**config.mk**
```make
export PLATFORM = sky130hd
export DESIGN_NAME = rsdp_serial_port
export DESIGN_NICKNAME = d
export VERILOG_FILES = /design/src/core/rsdp_pkg.sv /design/src/core/rsdp_rate_gen.sv /design/src/core/rsdp_pin_sel.sv /design/src/core/rsdp_serial_port.sv
export SDC_FILE = /design/constraint.sdc
export NUM_CORES = 1
export LEC_CHECK = 0
export BUFFER_PORTS_ARGS = -buffer_cell sky130_fd_sc_hd__buf_2
export CAP_MARGIN = 15
export CORE_UTILIZATION = 63
export DETAILED_ROUTE_END_ITERATION = 7
export PLACE_DENSITY = 0.85
export SLEW_MARGIN = 30
export SYNTH_ARGS = -nofsm -noshare
export SYNTH_HDL_FRONTEND = slang
export SYNTH_SLANG_ARGS = --single-unit
```
**constraint.sdc**
```tcl
create_clock -name clk -period 15.3 [get_ports clk]
set_clock_uncertainty 0.2 [all_clocks]
set_input_delay 1.53 -clock clk [delete_from_list [all_inputs] [get_ports clk]]
set_output_delay 1.53 -clock clk [all_outputs]
set_load 0.03 [all_outputs]
```
**src/core/rsdp_pkg.sv**
```systemverilog
// Operation
// - Asynchronous mode turns off packet handling and buffering; raw bits pass straight through.
// - Asynchronous mode forces whitening, interleaving, FEC, Manchester and MSK off.
// - Asynchronous transmit input is sampled at eight times the data rate.
// - Asynchronous receive outputs raw undecided data; host oversamples, tolerates 1/8 jitter.
// - Asynchronous receive output may carry rare one-clock glitches; host filters them.
// - Synchronous serial mode is chosen by the packet format field.
// - Synchronous mode: device drives bit clock for host transmit launch and receive sampling.
// - Transmit data enters on pin zero, forced to input while transmitting.
// - Synchronous transmit bits reach the modulator eight bit periods late.
// - Receive data may be routed to any general pin by its select field.
// - Received data appears on the output nine bit periods after reception starts.
// - Synchronous mode inserts preamble and sync, and detects the sync word, per sync word mode.
// - With sync handling on, device adds/strips preamble and sync; features except address filtering stay available.
// - Address filtering is unavailable whenever synchronous serial mode is active.
// - Hard decision output is two bits; only upper bit matters for two-level formats.
// - Symbol tick is high for half a symbol period per new symbol.
// - Symbol tick and hard data are selectable on pins in both serial modes.
package rsdp_pkg;
   localparam int unsigned AW          = 8;
   localparam int unsigned DW          = 32;
   localparam logic [7:0]  REG_CFG     = 8'h00;
   localparam logic [7:0]  REG_FEAT    = 8'h04;
   localparam logic [7:0]  REG_PIN0    = 8'h08;
   localparam logic [7:0]  REG_PIN1    = 8'h0c;
   localparam logic [7:0]  REG_PIN2    = 8'h10;
   localparam logic [7:0]  REG_RATE    = 8'h14;
   localparam logic [7:0]  REG_STAT    = 8'h18;
   // configuration word layout
   localparam int unsigned CFG_FMT_LO  = 0;
   localparam int unsigned CFG_SYNC_LO = 2;
   localparam int unsigned CFG_FOUR    = 5;
   localparam int unsigned SYNCM_W     = 3;
   // feature bits
   localparam int unsigned FEAT_W      = 6;
   localparam int unsigned F_WHITEN    = 0;
   localparam int unsigned F_INTERLV   = 1;
   localparam int unsigned F_FEC       = 2;
   localparam int unsigned F_MANCH     = 3;
   localparam int unsigned F_MSK       = 4;
   localparam int unsigned F_ADDR      = 5;
   // status word layout above the effective features
   localparam int unsigned S_PKT       = 6;
   localparam int unsigned S_TX        = 7;
   localparam int unsigned S_FOUND     = 8;
   localparam int unsigned S_PIN0      = 9;
   localparam int unsigned SEL_W       = 6;
   localparam int unsigned RATE_W      = 16;
   typedef enum logic [1:0] {
      RSDP_FMT_FIFO  = 2'h0,
      RSDP_FMT_SYNC  = 2'h1,
      RSDP_FMT_RSVD  = 2'h2,
      RSDP_FMT_ASYNC = 2'h3
   } rsdp_fmt_t;
   // pin signal selection codes
   localparam logic [5:0]  SEL_SER_CLK = 6'h0b;
   localparam logic [5:0]  SEL_SYNC_DO = 6'h0c;
   localparam logic [5:0]  SEL_ASYN_DO = 6'h0d;
   localparam logic [5:0]  SEL_HARD1   = 6'h16;
   localparam logic [5:0]  SEL_HARD0   = 6'h17;
   localparam logic [5:0]  SEL_TICK    = 6'h18;
   localparam logic [5:0]  SEL_HIZ     = 6'h2e;
   localparam logic [5:0]  SEL_LOW     = 6'h2f;
   localparam logic [5:0]  SEL_CLK_LO  = 6'h30;
   localparam logic [5:0]  RST_PIN0    = 6'h3f;
   localparam logic [5:0]  RST_PIN12   = 6'h2e;
   localparam logic [15:0] RST_RATE    = 16'h0001;
   localparam int unsigned TAP_W       = 16;
   // bit timing
   localparam int unsigned OVERSAMPLE  = 8;
   localparam logic [2:0]  PH_HALF     = 3'h3;
   localparam logic [2:0]  PH_LAST     = 3'h7;
   localparam int unsigned TX_LAT      = 8;
   localparam int unsigned RX_LAT      = 9;
   localparam logic [3:0]  RX_LAT_CNT  = 4'h9;
   localparam logic [2:0]  TICK_HALF   = 3'h4;
   // framing inserted by the device
   localparam int unsigned PRE_BITS    = 32;
   localparam int unsigned SYNC_BITS   = 16;
   localparam int unsigned HDR_BITS    = PRE_BITS + SYNC_BITS;
   localparam logic [5:0]  HDR_CNT     = 6'h30;
   localparam logic [31:0] PRE_PAT     = 32'haaaaaaaa;
   localparam logic [15:0] SYNC_WORD   = 16'h5a3c;
endpackage : rsdp_pkg

```
**src/core/rsdp_rate_gen.sv**
```systemverilog
`timescale 1ns/1ns
module rsdp_rate_gen
   import rsdp_pkg::*;
(
   input  wire logic              clk,
   input  wire logic              rst_n,
   input  wire logic [RATE_W-1:0] tick_div,
   output logic                   sample_tick,
   output logic                   bit_tick,
   output logic                   half_tick,
   output logic                   ser_clk
);
   logic [RATE_W-1:0] cnt;
   logic [2:0]        phase;
   wire               wrap     = (cnt >= tick_div);
   wire [RATE_W-1:0]  next_cnt = wrap ? '0 : cnt + 1'b1;

   // one oversample tick per tick_div+1 clocks, eight per bit
   assign sample_tick = wrap;
   assign bit_tick    = wrap && (phase == PH_LAST);
   assign half_tick   = wrap && (phase == PH_HALF);

   always_ff @(posedge clk or negedge rst_n)
   begin
      if (!rst_n)
      begin
         cnt   <= '0;
         phase <= '0;
      end
      else
      begin
         cnt   <= next_cnt;
         phase <= wrap ? phase + 3'h1 : phase;
      end
   end

   // clock high in the first half of each bit
   always_ff @(posedge clk or negedge rst_n)
   begin
      if (!rst_n)
         ser_clk <= 1'b0;
      else if (bit_tick)
         ser_clk <= 1'b1;
      else if (half_tick)
         ser_clk <= 1'b0;
   end
endmodule : rsdp_rate_gen

```
**src/core/rsdp_pin_sel.sv**
```systemverilog
`timescale 1ns/1ns
module rsdp_pin_sel
   import rsdp_pkg::*;
(
   input  wire logic             clk,
   input  wire logic             rst_n,
   input  wire logic [SEL_W-1:0] sel_code,
   input  wire logic             force_input,
   input  wire logic             clk_grant,
   input  wire logic             ser_clk,
   input  wire logic             sync_data,
   input  wire logic             async_data,
   input  wire logic [1:0]       hard_data,
   input  wire logic             sym_tick,
   input  wire logic [TAP_W-1:0] clk_taps,
   output logic                  pin_out,
   output logic                  pin_oe_n
);
   wire is_clk   = (sel_code >= SEL_CLK_LO);
   wire [3:0] tap_idx = sel_code[3:0];
   wire next_out =
      (sel_code == SEL_SER_CLK) ? ser_clk :
      (sel_code == SEL_SYNC_DO) ? sync_data :
      (sel_code == SEL_ASYN_DO) ? async_data :
      (sel_code == SEL_HARD1)   ? hard_data[1] :
      (sel_code == SEL_HARD0)   ? hard_data[0] :
      (sel_code == SEL_TICK)    ? sym_tick :
      (is_clk && clk_grant)     ? clk_taps[tap_idx] : 1'b0;
   wire next_oe_n = force_input || (sel_code == SEL_HIZ) || (is_clk && !clk_grant);

   always_ff @(posedge clk or negedge rst_n)
   begin
      if (!rst_n)
      begin
         pin_out  <= 1'b0;
         pin_oe_n <= 1'b1;
      end
      else
      begin
         pin_out  <= next_out;
         pin_oe_n <= next_oe_n;
      end
   end
endmodule : rsdp_pin_sel

```
**src/core/rsdp_serial_port.sv**
```systemverilog
// Added by the designer: the register offsets and the address-and-strobe port.
`timescale 1ns/1ns
module rsdp_serial_port
   import rsdp_pkg::*;
(
   input  wire logic          clk,
   input  wire logic          nrst,
   input  wire logic [AW-1:0] reg_addr,
   input  wire logic [DW-1:0] reg_wdata,
   input  wire logic          reg_wr,
   input  wire logic          reg_rd,
   output logic [DW-1:0]      reg_rdata,
   input  wire logic          tx_active,
   input  wire logic          rx_active,
   input  wire logic          rx_raw,
   input  wire logic [1:0]    rx_sym,
   input  wire logic          rx_sym_valid,
   output logic               mod_data,
   output logic               pkt_handler_en,
   output logic [FEAT_W-1:0]  feat_eff,
   input  wire logic          general_pin_zero_in,
   output logic               general_pin_zero_out,
   output logic               general_pin_zero_oe_n,
   input  wire logic          general_pin_one_in,
   output logic               general_pin_one_out,
   output logic               general_pin_one_oe_n,
   input  wire logic          general_pin_two_in,
   output logic               general_pin_two_out,
   output logic               general_pin_two_oe_n
);
   // reset release
   logic rst_meta;
   logic rst_n;
   always_ff @(posedge clk or negedge nrst)
   begin
      if (!nrst)
      begin
         rst_meta <= 1'b0;
         rst_n    <= 1'b0;
      end
      else
      begin
         rst_meta <= 1'b1;
         rst_n    <= rst_meta;
      end
   end

   // registers
   rsdp_fmt_t          packet_format_select;
   logic [SYNCM_W-1:0] sync_word_mode;
   logic               four_level;
   logic [FEAT_W-1:0]  feat_req;
   logic [SEL_W-1:0]   pin0_signal_select;
   logic [SEL_W-1:0]   pin1_signal_select;
   logic [SEL_W-1:0]   pin2_signal_select;
   logic [RATE_W-1:0]  tick_div;

   wire wr_cfg  = reg_wr && (reg_addr == REG_CFG);
   wire wr_feat = reg_wr && (reg_addr == REG_FEAT);
   wire wr_pin0 = reg_wr && (reg_addr == REG_PIN0);
   wire wr_pin1 = reg_wr && (reg_addr == REG_PIN1);
   wire wr_pin2 = reg_wr && (reg_addr == REG_PIN2);
   wire wr_rate = reg_wr && (reg_addr == REG_RATE);

   always_ff @(posedge clk or negedge rst_n)
   begin
      if (!rst_n)
      begin
         packet_format_select <= RSDP_FMT_FIFO;
         sync_word_mode       <= '0;
         four_level           <= 1'b0;
      end
      else if (wr_cfg)
      begin
         packet_format_select <= rsdp_fmt_t'(reg_wdata[CFG_FMT_LO +: 2]);
         sync_word_mode       <= reg_wdata[CFG_SYNC_LO +: SYNCM_W];
         four_level           <= reg_wdata[CFG_FOUR];
      end
   end

   always_ff @(posedge clk or negedge rst_n)
   begin
      if (!rst_n)
      begin
         feat_req           <= '0;
         pin0_signal_select <= RST_PIN0;
         pin1_signal_select <= RST_PIN12;
         pin2_signal_select <= RST_PIN12;
         tick_div           <= RST_RATE;
      end
      else
      begin
         feat_req           <= wr_feat ? reg_wdata[FEAT_W-1:0] : feat_req;
         pin0_signal_select <= wr_pin0 ? reg_wdata[SEL_W-1:0] : pin0_signal_select;
         pin1_signal_select <= wr_pin1 ? reg_wdata[SEL_W-1:0] : pin1_signal_select;
         pin2_signal_select <= wr_pin2 ? reg_wdata[SEL_W-1:0] : pin2_signal_select;
         tick_div           <= wr_rate ? reg_wdata[RATE_W-1:0] : tick_div;
      end
   end

   // mode decode
   wire mode_async = (packet_format_select == RSDP_FMT_ASYNC);
   wire mode_sync  = (packet_format_select == RSDP_FMT_SYNC);
   wire sync_hdl   = mode_sync && (sync_word_mode != '0);

   // the mask keeps address filtering off in synchronous mode; asynchronous mode clears every feature
   wire [FEAT_W-1:0] addr_mask  = {{1'b1}, {(FEAT_W-1){1'b0}}};
   wire [FEAT_W-1:0] next_feat  =
      mode_async ? '0 :
      mode_sync  ? (feat_req & ~addr_mask) : feat_req;
   wire next_pkt_en = !mode_async;

   always_ff @(posedge clk or negedge rst_n)
   begin
      if (!rst_n)
      begin
         feat_eff       <= '0;
         pkt_handler_en <= 1'b1;
      end
      else
      begin
         feat_eff       <= next_feat;
         pkt_handler_en <= next_pkt_en;
      end
   end

   // pin zero synchroniser; first stage feeds only the second
   logic pin0_meta;
   logic pin0_sync;
   always_ff @(posedge clk or negedge rst_n)
   begin
      if (!rst_n)
      begin
         pin0_meta <= 1'b0;
         pin0_sync <= 1'b0;
      end
      else
      begin
         pin0_meta <= general_pin_zero_in;
         pin0_sync <= pin0_meta;
      end
   end

   // bit timing
   logic sample_tick;
   logic bit_tick;
   logic half_tick;
   logic ser_clk;
   rsdp_rate_gen u_rate (
      .clk         (clk),
      .rst_n       (rst_n),
      .tick_div    (tick_div),
      .sample_tick (sample_tick),
      .bit_tick    (bit_tick),
      .half_tick   (half_tick),
      .ser_clk     (ser_clk)
   );

   // transmit framing: preamble and sync word ahead of the host's payload
   logic [5:0]        hdr_cnt;
   logic              tx_prev;
   logic [TX_LAT-1:0] tx_dly;
   wire hdr_active = (hdr_cnt != '0);
   wire tx_start   = tx_active && !tx_prev;
   wire [HDR_BITS-1:0] hdr_bits = {PRE_PAT, SYNC_WORD};
   wire hdr_bit    = hdr_bits[6'(hdr_cnt - 6'h1)];

   always_ff @(posedge clk or negedge rst_n)
   begin
      if (!rst_n)
      begin
         hdr_cnt <= '0;
         tx_prev <= 1'b0;
      end
      else
      begin
         tx_prev <= tx_active;
         if (tx_start && sync_hdl)
            hdr_cnt <= HDR_CNT;
         else if (!tx_active)
            hdr_cnt <= '0;
         else if (bit_tick && hdr_active)
            hdr_cnt <= hdr_cnt - 6'h1;
      end
   end

   // host launches on the falling edge, so pin0 is settled at the rising edge;
   // the pin register and the two-flop synchroniser put that level in pin0_sync
   // three clocks after the internal rise, so the shift waits for it
   logic [2:0] rise_dly;
   always_ff @(posedge clk or negedge rst_n)
   begin
      if (!rst_n)
         rise_dly <= '0;
      else
         rise_dly <= {rise_dly[1:0], bit_tick};
   end
   wire tx_shift = rise_dly[2] && mode_sync && tx_active && !hdr_active;
   always_ff @(posedge clk or negedge rst_n)
   begin
      if (!rst_n)
         tx_dly <= '0;
      else if (tx_shift)
         tx_dly <= {tx_dly[TX_LAT-2:0], pin0_sync};
   end

   wire next_mod =
      mode_async ? (sample_tick ? pin0_sync : mod_data) :
      !mode_sync ? 1'b0 :
      hdr_active ? (bit_tick ? hdr_bit : mod_data) :
      tx_shift   ? tx_dly[TX_LAT-1] : mod_data;
   always_ff @(posedge clk or negedge rst_n)
   begin
      if (!rst_n)
         mod_data <= 1'b0;
      else
         mod_data <= tx_active ? next_mod : 1'b0;
   end

   // receive: raw level straight out, one-clock glitches included
   logic async_dout;
   always_ff @(posedge clk or negedge rst_n)
   begin
      if (!rst_n)
         async_dout <= 1'b0;
      else
         async_dout <= mode_async ? rx_raw : 1'b0;
   end

   // synchronous receive: bit sampled on the bit tick at the end of each bit, sync search, nine-bit line
   logic [SYNC_BITS-1:0] rx_shift;
   logic [RX_LAT-1:0]    rx_dly;
   logic                 sync_found;
   logic [3:0]           rx_cnt;
   logic                 sync_dout;
   wire rx_bit_tick = bit_tick && mode_sync && rx_active;
   wire rx_open     = !sync_hdl || sync_found;
   wire rx_ready    = (rx_cnt == RX_LAT_CNT);
   wire next_found  = sync_found ||
                      ({rx_shift[SYNC_BITS-2:0], rx_raw} == SYNC_WORD);

   always_ff @(posedge clk or negedge rst_n)
   begin
      if (!rst_n)
      begin
         rx_shift   <= '0;
         rx_dly     <= '0;
         sync_found <= 1'b0;
         rx_cnt     <= '0;
      end
      else if (!rx_active || !mode_sync)
      begin
         sync_found <= 1'b0;
         rx_cnt     <= '0;
      end
      else if (rx_bit_tick)
      begin
         rx_shift   <= {rx_shift[SYNC_BITS-2:0], rx_raw};
         rx_dly     <= {rx_dly[RX_LAT-2:0], rx_raw};
         sync_found <= sync_hdl && next_found;
         rx_cnt     <= (rx_open && !rx_ready) ? rx_cnt + 4'h1 : rx_cnt;
      end
   end

   // receive bit changes on the falling edge, host samples on the rising one
   always_ff @(posedge clk or negedge rst_n)
   begin
      if (!rst_n)
         sync_dout <= 1'b0;
      else if (!rx_ready)
         sync_dout <= 1'b0;
      else if (half_tick)
         sync_dout <= rx_dly[RX_LAT-1];
   end

   // bit clock is held low while the device sends its own framing
   wire clk_gate = (tx_active && hdr_active) || (rx_active && !rx_open);
   wire ser_clk_out = (mode_sync && !clk_gate) ? ser_clk : 1'b0;

   // symbol tick and hard decision
   logic [1:0] hard_data;
   logic       sym_tick;
   logic [2:0] tick_cnt;
   always_ff @(posedge clk or negedge rst_n)
   begin
      if (!rst_n)
         hard_data <= '0;
      else if (rx_sym_valid)
         hard_data <= four_level ? rx_sym : {rx_sym[1], 1'b0};
   end

   // half a symbol is four oversample ticks
   always_ff @(posedge clk or negedge rst_n)
   begin
      if (!rst_n)
         tick_cnt <= '0;
      else if (rx_sym_valid)
         tick_cnt <= TICK_HALF;
      else if (sample_tick && tick_cnt != '0)
         tick_cnt <= tick_cnt - 3'h1;
   end

   always_ff @(posedge clk or negedge rst_n)
   begin
      if (!rst_n)
         sym_tick <= 1'b0;
      else
         sym_tick <= rx_sym_valid || (tick_cnt != '0 && !(sample_tick && tick_cnt == 3'h1));
   end

   // divided clock taps; only one pin may carry one, lowest pin wins
   logic [TAP_W-1:0] clk_taps;
   always_ff @(posedge clk or negedge rst_n)
   begin
      if (!rst_n)
         clk_taps <= '0;
      else
         clk_taps <= clk_taps + 1'b1;
   end
   wire clk0  = (pin0_signal_select >= SEL_CLK_LO);
   wire clk1  = (pin1_signal_select >= SEL_CLK_LO);
   wire clk2  = (pin2_signal_select >= SEL_CLK_LO);
   wire [2:0] grant = {clk2 && !clk0 && !clk1, clk1 && !clk0, clk0};
   wire [2:0] force_in = {1'b0, 1'b0, tx_active};

   // pin routing; receive output may sit on any of the three
   logic [SEL_W-1:0] pin_sel_arr [3];
   logic [2:0]       pin_out;
   logic [2:0]       pin_oe_n;
   assign pin_sel_arr[0] = pin0_signal_select;
   assign pin_sel_arr[1] = pin1_signal_select;
   assign pin_sel_arr[2] = pin2_signal_select;

   for (genvar i = 0; i < 3; i++)
   begin : g_pin
      rsdp_pin_sel u_sel (
         .clk         (clk),
         .rst_n       (rst_n),
         .sel_code    (pin_sel_arr[i]),
         .force_input (force_in[i]),
         .clk_grant   (grant[i]),
         .ser_clk     (ser_clk_out),
         .sync_data   (sync_dout),
         .async_data  (async_dout),
         .hard_data   (hard_data),
         .sym_tick    (sym_tick),
         .clk_taps    (clk_taps),
         .pin_out     (pin_out[i]),
         .pin_oe_n    (pin_oe_n[i])
      );
   end

   assign general_pin_zero_out  = pin_out[0];
   assign general_pin_zero_oe_n = pin_oe_n[0];
   assign general_pin_one_out   = pin_out[1];
   assign general_pin_one_oe_n  = pin_oe_n[1];
   assign general_pin_two_out   = pin_out[2];
   assign general_pin_two_oe_n  = pin_oe_n[2];

   // register read, data one cycle after the strobe
   wire [DW-1:0] stat_word = DW'({pin0_sync, sync_found, tx_active, pkt_handler_en, feat_eff});
   wire [DW-1:0] next_rdata =
      (reg_addr == REG_CFG)  ? DW'({four_level, sync_word_mode, packet_format_select}) :
      (reg_addr == REG_FEAT) ? DW'(feat_req) :
      (reg_addr == REG_PIN0) ? DW'(pin0_signal_select) :
      (reg_addr == REG_PIN1) ? DW'(pin1_signal_select) :
      (reg_addr == REG_PIN2) ? DW'(pin2_signal_select) :
      (reg_addr == REG_RATE) ? DW'(tick_div) :
      (reg_addr == REG_STAT) ? stat_word : '0;
   always_ff @(posedge clk or negedge rst_n)
   begin
      if (!rst_n)
         reg_rdata <= '0;
      else
         reg_rdata <= reg_rd ? next_rdata : '0;
   end
endmodule : rsdp_serial_port

```
* After elaboration in Yosys (flattened, before gate mapping)
Memory sizes are Yosys's and may differ from the RTL's.
Cells that the tools add are included.
** Storage, ports and cells
- Input bits :: 53
- Register bits :: 171
- Bits in read-only memories :: 64
- Memories :: 1
- Word-level logic and storage cells :: 222
** Operators by class
- Equal/unequal tests :: 39
- Bitwise logic cells :: 1
- Reductions and logical operators :: 65
- Mux-type cells :: 63
- $lt $le $gt $ge :: 8
- $add $sub $neg :: 6
** Memory list
- (no name shown) :: words 64, width 1, rd ports 1, clocked after Yosys merged registers in 0, write ports 0, RTL line rsdp_serial_port.sv:166 : wire hdr_bit = hdr_bits[6'(hdr_cnt - 6'h1)];
** Operator list (count)
- 2-to-1 mux 16 bit :: 8
- equality test 6 x 4 -> 1 bit, second input constant :: 9
- equality test 6 x 5 -> 1 bit, second input constant :: 9
- 2-to-1 mux 1 bit :: 41
- adder 16 x 1 -> 16 bit, second input constant :: 2
- logical AND 1 bit :: 32
- 2-to-1 mux 6 bit :: 5
- equality test 8 x 5 -> 1 bit, second input constant :: 3
- equality test 6 bit, second input constant :: 3
- greater-or-equal comparator 6 bit, second input constant :: 3
- equality test 16 x 15 -> 1 bit, second input constant :: 1
- equality test 8 x 4 -> 1 bit, second input constant :: 2
- greater-or-equal comparator 16 bit :: 1
- less-than comparator 4 x 5 -> 1 bit, second input constant :: 3
- logical NOT 1 bit :: 14
- binary-select mux 1 bit (select 4 bit) :: 3
- 2-to-1 mux 4 bit :: 3
- 2-to-1 mux 10 bit :: 1
- equality test 8 x 3 -> 1 bit, second input constant :: 1
- logical NOT 8 bit :: 1
- logical OR 1 bit :: 8
- nonzero test 2 bit :: 4
- less-than comparator 6 x 7 -> 1 bit, second input constant :: 1
- 2-to-1 mux 3 bit :: 2
- 20 further kinds :: 22

* Depth between registers and ports, before layout
Gate-level depths: netlist of the first run.
- Depth in word-level cells :: 12
- Mapped depth :: 11
- Mapped depth without buffers :: 9

* By module
From an unflattened synthesis of the first run, not the netlist that was laid out.
** Unflattened totals
- Cells, all modules :: 778
- Area, all modules :: 8585.7 sq um
** By module, submodules not included
- rsdp_serial_port :: cells an instance 510, area an instance 6137.1 sq um, seq. area each 3423.3 sq um, instances 1
- rsdp_rate_gen :: cells an instance 148, area an instance 1360.1 sq um, seq. area each 500.5 sq um, instances 1
- rsdp_pin_sel :: cells an instance 40, area an instance 362.8 sq um, seq. area each 51.3 sq um, instances 3

* Worst setup path before layout of the first run
OpenSTA, ideal clock, no wires.
- Path kind :: input -> register
- Start :: input reg_addr[5]
- End :: register tick_div[10]
- Cell stages on the path :: 6
- Path slack :: 11.980 ns
- Library setup time :: 0.125 ns
- Data arrival time :: 2.996 ns
- Cell sequence :: nor3_1 nand2_1 nor4_4 nand2_1 buf_2 mux2_2
** Between the ends
- Cells in the longest elaborated chain, start to end :: 2
** Ends and longest elaborated chain
- start, declared :: RTL line rsdp_serial_port.sv:8 : input wire logic [AW-1:0] reg_addr,
- equality test 8 x 5 -> 1 bit :: RTL line rsdp_serial_port.sv:63 : wire wr_rate = reg_wr && (reg_addr == REG_RATE);
- logical AND 1 bit :: RTL line rsdp_serial_port.sv:63
- end signal, assigned :: RTL line rsdp_serial_port.sv:97 : tick_div <= wr_rate ? reg_wdata[RATE_W-1:0] : tick_div;
- end, declared :: RTL line rsdp_serial_port.sv:56 : logic [RATE_W-1:0] tick_div;
Every way passes these cells.
A chain may end at the register's enable or synchronous reset.

* Worst setup path after layout of the first run
- Start :: register tick_div[15]
- End :: register rx_shift[0]
** Between the ends
- Cells in the longest elaborated chain, start to end :: 5
** Ends and longest elaborated chain
- greater-or-equal comparator 16 bit :: RTL line rsdp_rate_gen.sv:15 : wire wrap = (cnt >= tick_div);
- logical AND 1 bit :: RTL line rsdp_rate_gen.sv:20 : assign bit_tick = wrap && (phase == PH_LAST);
- logical AND 1 bit (2 in series) :: RTL line rsdp_serial_port.sv:236 : wire rx_bit_tick = bit_tick && mode_sync && rx_active;
- AND reduction 2 bit (no line)
- end signal, assigned :: RTL line rsdp_serial_port.sv:258 : rx_shift <= {rx_shift[SYNC_BITS-2:0], rx_raw};
- end, declared :: RTL line rsdp_serial_port.sv:231 : logic [SYNC_BITS-1:0] rx_shift;
Every way passes these cells.

==> results of run 1 <==
==> registers in the layout, indices dropped and copies added, names as in the netlist, 8 cells and up <==
register / flops
clk_taps: 16
tx_dly: 8
reg_rdata: 16
rx_shift: 15
u_rate.cnt: 16
tick_div: 16
==> routing by layer <==
layer	routed length [microns]	part of all wire, %
met5	0	0
met4	588	3.1
met3	1380	7.3
met2	9460	50
met1	7470	40
==> cell families after synthesis <==
| logic type | count (synthesis) |
|---|---|
| muxes | 98 |
| DFF | 162 |
| xor gates and xnor gates | 32 |
| adders and majority gates | 28 |
| other | 2 |
| and+or+nand+nor | 249 |
| AOI/OAI and AO/OA | 102 |
| buffers and inverters | 77 |
==> placed cells by master (no fill, tap or decap), types with 4 or more instances in the layout <==
cell type	instances
a21o_1	4
nor3_1	16
clkbuf_1	6
nand4_1	13
clkbuf_8	5
a22oi_1	8
xor2_1	16
mux2_4	10
nand3_1	24
nand2_1	63
conb_1	17
nor2b_1	7
a21oi_1	26
mux2i_1	10
ha_1	28
and3_1	7
nor2_1	67
dfstp_2	19
nor3b_1	5
nand4b_1	5
xnor2_1	16
nand2b_1	4
or3_1	9
a211oi_1	5
a31oi_1	4
or2_2	4
dfrtp_1	142
mux2_2	65
clkbuf_16	17
o22ai_1	8
and2_1	8
inv_1	34
mux4_2	13
buf_2	64
o21ai_0	20
==> worst max path at each step <==
stage                     slack [ps]                           endpoint  depth (start not counted)                     start
after floorplan                10290               async_dout$_DFF_PN0_                          0           rst_n$_DFF_PN0_
after global placement         11540            tick_div[2]$_DFFE_PN0P_                          6               reg_addr[5]
after detailed placement       11490           tick_div[12]$_DFFE_PN0P_                          6               reg_addr[5]
after CTS                      11580            rx_shift[1]$_DFFE_PN0P_                          8   u_rate.cnt[9]$_DFF_PN0_
after global routing           11680  pin1_signal_select[0]$_DFFE_PN0P_                          6               reg_addr[5]
final                          11810            rx_shift[0]$_DFFE_PN0P_                          8  tick_div[15]$_DFFE_PN0P_
==> power breakdown <==
| group | switching [uW] | total [uW] | internal [uW] |
|---|---|---|---|
| Combinational | 99.2 | 161 | 61.3 |
| Sequential | 29.5 | 485 | 456 |
| Clock | 157 | 436 | 278 |
| Total | 286 | 1080 | 796 |
==> layout make-up <==
| class | count | area, sq um |
|---|---|---|
| Tap cell | 172 | 215 |
| Timing Repair Buffer | 66 | 348 |
| Sequential cell | 162 | 4080 |
| Clock buffer | 28 | 517 |
| Fill cell | 847 | 3420 |
| Inverter | 34 | 128 |
| Multi-Input combinational cell | 526 | 3920 |
| Clock inverter | 4 | 95.1 |
==> metrics by stage <==
step                hold slack (ps)  total power, uW  setup slack, ps  std cells  util [%]
floorplan                       131              603            10290        765         -
global placement                137              630            11540        959      68.1
detailed placement              135              646            11490        960      68.2
CTS                             148             1080            11580        992      73.1
global route                    150             1120            11680        992      73.1
finish                          137             1080            11810        992      73.1
==> worst reg2reg max path: cells and delay by family, from the launching register on <==
kind | cells | cell delay (ps)
AND/OR/NAND/NOR | 4 | 1660
multiplexers | 1 | 420
flip-flops | 1 | 350
adder cells (fa/ha/maj) | 1 | 340
buffers and inverters | 1 | 80
AO/OA/AOI/OAI | 1 | 330
==> metrics.csv, run 1 <==
metric,value,unit
status,finished clean,
relSlewSlack,42.2,%
synth_cell_types,68,
criticalPathCategory,flop to flop,
synth_seq_cells,162,
drt_iter0_markers,569,
powerDensity,116,mW/mm^2
clock_latency,430,ps
synth-compound-area-share,8.19,%
crit_path_max_incr_delay,820,ps
fin_crit_sh,22.8,%
core,0.0127,sq mm
synth-adder-area-share,4.22,%
hpwl,13100,microns
stdcell_area,0.00930,sq mm
cts_tree,done,
r2r-start,tick_div[15]$_DFFE_PN0P_,
use_met3,6.64,%
cts.hold.buffers_added,0,
initial_core_util,65.3,%
synth_cells,750,
cap_violations,0,
post_drt_via_cell_ratio,6.19,
dr.pass1.iters,5,
cp_slowest_cell,and3_1,
gr-usage-all-layers,29.7,%
synth_area_leader_cell,dfrtp_1,
synth_xor_area_share,3.37,%
routed_wirelength,18900,microns
fp.dieH,117,microns
max_freq,0.287,GHz
placed_cell_area,0.00868,sq mm
portBuffers,64,
rows,41,
place_congestion,0.909,
holdCritPathClass,flop to async pin,
ys_async_sr_fraction,100,%
yosys-top-cells-area,"dfrtp_1 43%, mux2_2 8.8%, dfstp_2 6.0%, ha_1 4.2%, mux4_2 3.5%",
drive_above_1_share,26.3,%
ios,99,
cts_num_sinks,162,
cts_buffer_depth,2,
cp_data_arrival_time,3600,ps
end_kind,flop,
netlist_area,0.00831,sq mm
yosys_warnings,0,
dieArea,0.0137,sq mm
crit_family,simple AND/OR/NAND/NOR gates,
rr_worst_depth,8,
peakVddDrop,94.6,uV
grt_pass1_wl,30200,microns
syn_area_per_cell,11.1,sq um
rsz0062_at_grt,no,
cts_htree_levels,4,
worstPathMaxFanout,27,
clk_pin_slew,60,ps
synthSimpleGateAreaFrac,15.2,%
area_growth,11.9,%
grt.overflow.total,0,
synthTopCellsByCount,"143 x dfrtp_1, 67 x nor2_1, 65 x mux2_2",
nets,888,
worst_pin_slew,867,ps
num_vias,6142,
reg2reg_to,rx_shift[0]$_DFFE_PN0P_,
setup_tns,0,ps
synth_most_common_cell,dfrtp_1,
synth.top_cell.area_share,43.1,%
p_leak,0.00433,uW
cts-root-buf,clkbuf_16,
cts_setup_buffers,0,
grt_most_used_layer,met2,
cts_made_buffers,17,
grt_pass1_vias,6179,
cp_cell_sequence,inv_1 -> ha_1 -> nand2_1 -> o21ai_1 -> nor2_1 -> nor2_4 -> and3_1 -> mux2_2,
grt_max_degree,74,
maxSlewViolCount,0,
gr-usage-met1,36.8,%
route.detailed.drc,0,
synth_flop_cell,dfrtp_1,
setup_violations,0,
path_buf_inv,1,
wl_per_cell,19.0,microns
antenna_found_initial,0,
r2r_setup_slack,11810,ps
crit_required,15410,ps
synth_edf_count,0,
grt_use_met2,49.3,%
cts_resized,0,
hold_viol,0,
start_kind,flop,
antenna_cells,0,
die_x,117,microns
min_period,3490,ps
seq_area_frac_synth,49.1,%
muxShareOfSynthArea,15.3,%
synth_top_family_by_area,multiplexers,
ant_nets,0,
Note: power is estimated with default switching activity, not from simulation.
==> run 2: changes to the inputs <==
Settings changed: ABC_AREA set to 1, CORE_UTILIZATION 63 to 59, PLACE_DENSITY 0.85 to 0.8.
Clock period 15.3 ns to 3.38 ns, I/O delays scaled along.
==> run 2 against run 1 <==
  * Combinational power rose to 4.5 times the previous value
  * Sequential cell count is the same
  * Global-route usage decreased by 1.8 points
  * Synthesized area increased by 3.8%
  * Sequential share of layout area fell by 2.5 points
  * Worst hold slack lost 110 ps
  * Register-to-register slack lost 11000 ps
  * Critical path depth rose by 4
  * Sequential power grew to 4.7 times the previous value
  * Clock-buffer cell count is 9 lower
  * Wire length rose by 4.6%
  * Synthesized cell count increased by 45%
  * Critical path type unchanged
  * Critical endpoint is now rx_shift[8]$_DFFE_PN0P_
==> metrics.csv, run 2 <==
metric,value,unit
min_from,reg_rd,
netlist_area,0.00862,sq mm
nets,1249,
cts-root-buf,clkbuf_16,
synthTopCellsByCount,"322 x nand2_1, 143 x dfrtp_1, 133 x inv_1",
final_common_cell,nand2_1,
ys_async_sr_fraction,100,%
syn_area_per_cell,7.92,sq um
status,finished clean,
fp.dieH,123,microns
min_to,reg_rdata[5]$_DFF_PN0_,
fillers,1096,
cp_cell_sequence,ha_1 -> nand2_1 -> nor2_2 -> nand2_1 -> nand2_1 -> nand2_1 -> nand3_4 -> nand2_4 -> nor2_8 -> inv_2 -> nand2_1 -> o21ai_2,
relSlewSlack,34.9,%
post_drt_via_cell_ratio,5.35,
die_x,123,microns
wl_per_cell,14.5,microns
cp_slowest_cell,dfrtp_1,
drt_iter0_markers,601,
peakVddDrop,480,uV
portBuffers,64,
synth_seq_cells,162,
synth_cells,1089,
reg2reg_to,rx_shift[8]$_DFFE_PN0P_,
placed_cells,1309,
r2r-start,u_rate.cnt[7]$_DFF_PN0_,
setup_violations,0,
area_growth,14.3,%
grt_max_degree,81,
place_congestion,0.933,
final_cell_count_no_fill,1362,
cts_htree_levels,4,
cts_setup_buffers,0,
post-route-util,69.9,%
crit_path_max_incr_delay,460,ps
drive_above_1_share,13.8,%
cts_num_sinks,162,
rows,43,
seq_area_frac_synth,47.3,%
cts_buffer_depth,2,
synth_edf_count,0,
gr-usage-all-layers,27.9,%
grt_pass1_wl,32200,microns
core,0.0141,sq mm
grt_pass1_vias,6685,
start_kind,flop,
rr_worst_depth,12,
cp_data_arrival_time,2740,ps
cpMostUsedCell,nand2_1,
grt.overflow.total,0,
antenna_found_initial,1,
routed_wirelength,19800,microns
cts_tree,done,
synth_most_common_cell,nand2_1,
cts_resized,0,
rsz0062_at_grt,no,
yosys-top-cells-area,"dfrtp_1 41%, nand2_1 14%, dfstp_2 5.8%, inv_1 5.8%, nor2_1 4.2%",
dr.pass1.iters,6,
synth_cell_types,46,
crit_required,3500,ps
min_period,2620,ps
cap_violations,0,
synth.top_cell.area_share,41.5,%
crit_family,simple AND/OR/NAND/NOR gates,
maxSlewViolCount,0,
ant_nets,0,
cts_made_buffers,17,
hold_viol,0,
worstPathMaxFanout,26,
r2r_setup_slack,760,ps
holdCritPathClass,input port to flop,
dieArea,0.0151,sq mm
clk_pin_slew,60,ps
cts.hold.buffers_added,20,
path_buf_inv,1,
synth_area_leader_cell,dfrtp_1,
hpwl,13800,microns
route.detailed.drc,0,
clock_latency,440,ps
worst_pin_slew,974,ps
criticalPathCategory,flop to flop,
multi_input_area,0.00384,sq mm
initial_core_util,61.2,%
ios,99,
power.total,5070,uW
hold_depth,3,
powerDensity,514,mW/mm^2
synth_flop_cell,dfrtp_1,
p_leak,0.00518,uW
fin_crit_sh,77.5,%
num_vias,7285,
area.sequential,0.00408,sq mm
setup_tns,0,ps
max_freq,0.382,GHz
end_kind,flop,
layout_common_cells,"322 x nand2_1, 142 x dfrtp_1, 133 x inv_1",
yosys_warnings,0,
==> run 2: where the power goes <==
group	internal (uW)	total (uW)	leakage, uW	switching [uW]
clock network	1250	2050	0.000292	790
registers	2100	2290	0.00203	190
logic	278	727	0.00285	450
==> run 2: tightest hold or removal path, stage by stage <==
cell and delay, ps:
buf_2 120, nand3_1 80, nand2_1 70
==> run 2: worst max path at each step <==
stage | from | to | slack [ps] | cells after the start
6_report | u_rate.cnt[7]$_DFF_PN0_ | rx_shift[8]$_DFFE_PN0P_ | 760 | 12
3_3_place_gp | u_rate.cnt[13]$_DFF_PN0_ | rx_shift[13]$_DFFE_PN0P_ | 850 | 12
2_1_floorplan | rst_n$_DFF_PN0_ | async_dout$_DFF_PN0_ | 520 | 0
3_5_place_dp | u_rate.cnt[7]$_DFF_PN0_ | rx_shift[8]$_DFFE_PN0P_ | 790 | 12
4_1_cts | u_rate.cnt[7]$_DFF_PN0_ | rx_shift[8]$_DFFE_PN0P_ | 790 | 12
5_1_grt | u_rate.cnt[7]$_DFF_PN0_ | rx_shift[10]$_DFFE_PN0P_ | 530 | 12
==> run 2: cells by family after synthesis <==
logic type               synth area share [%]
XOR/XNOR                                 2.13
AND/OR/NAND/NOR                          27.9
AO/OA/AOI/OAI                            8.49
adder cells (fa/ha/maj)                  4.06
buffers and inverters                    8.88
multiplexers                             1.18
other                                  0.0871
flip-flops                               47.3
==> run 2: cell type report <==
cell class,instances,share of cell area (%)
clock buffers,19,4.49
multi-input cells,760,38.9
diodes,1,0.0254
well taps,180,2.28
repair buffers,88,5.71
flip-flops and latches,162,41.4
inverters,139,5.29
clock inverters,13,1.88
==> run 2: routing by layer <==
| metal | vias to the layer above | track usage, % | wire (microns) |
|---|---|---|---|
| li1 | 3612 | - | - |
| met4 | 0 | 10.7 | 361 |
| met5 | - | 0 | 0 |
| met2 | 280 | 43.6 | 9210 |
| met3 | 34 | 5.54 | 1200 |
| met1 | 3359 | 38.5 | 8990 |
==> run 2: stage by stage <==
step | instance area (sq um) | setup slack [ps] | hold slack (ps)
floorplan | 8680 | 517 | -158
global placement | 9030 | 846 | -76.9
detailed placement | 9030 | 791 | -74.5
CTS | 9860 | 788 | 10.3
global route | 9860 | 530 | 25.1
finish | 9860 | 761 | 22.9
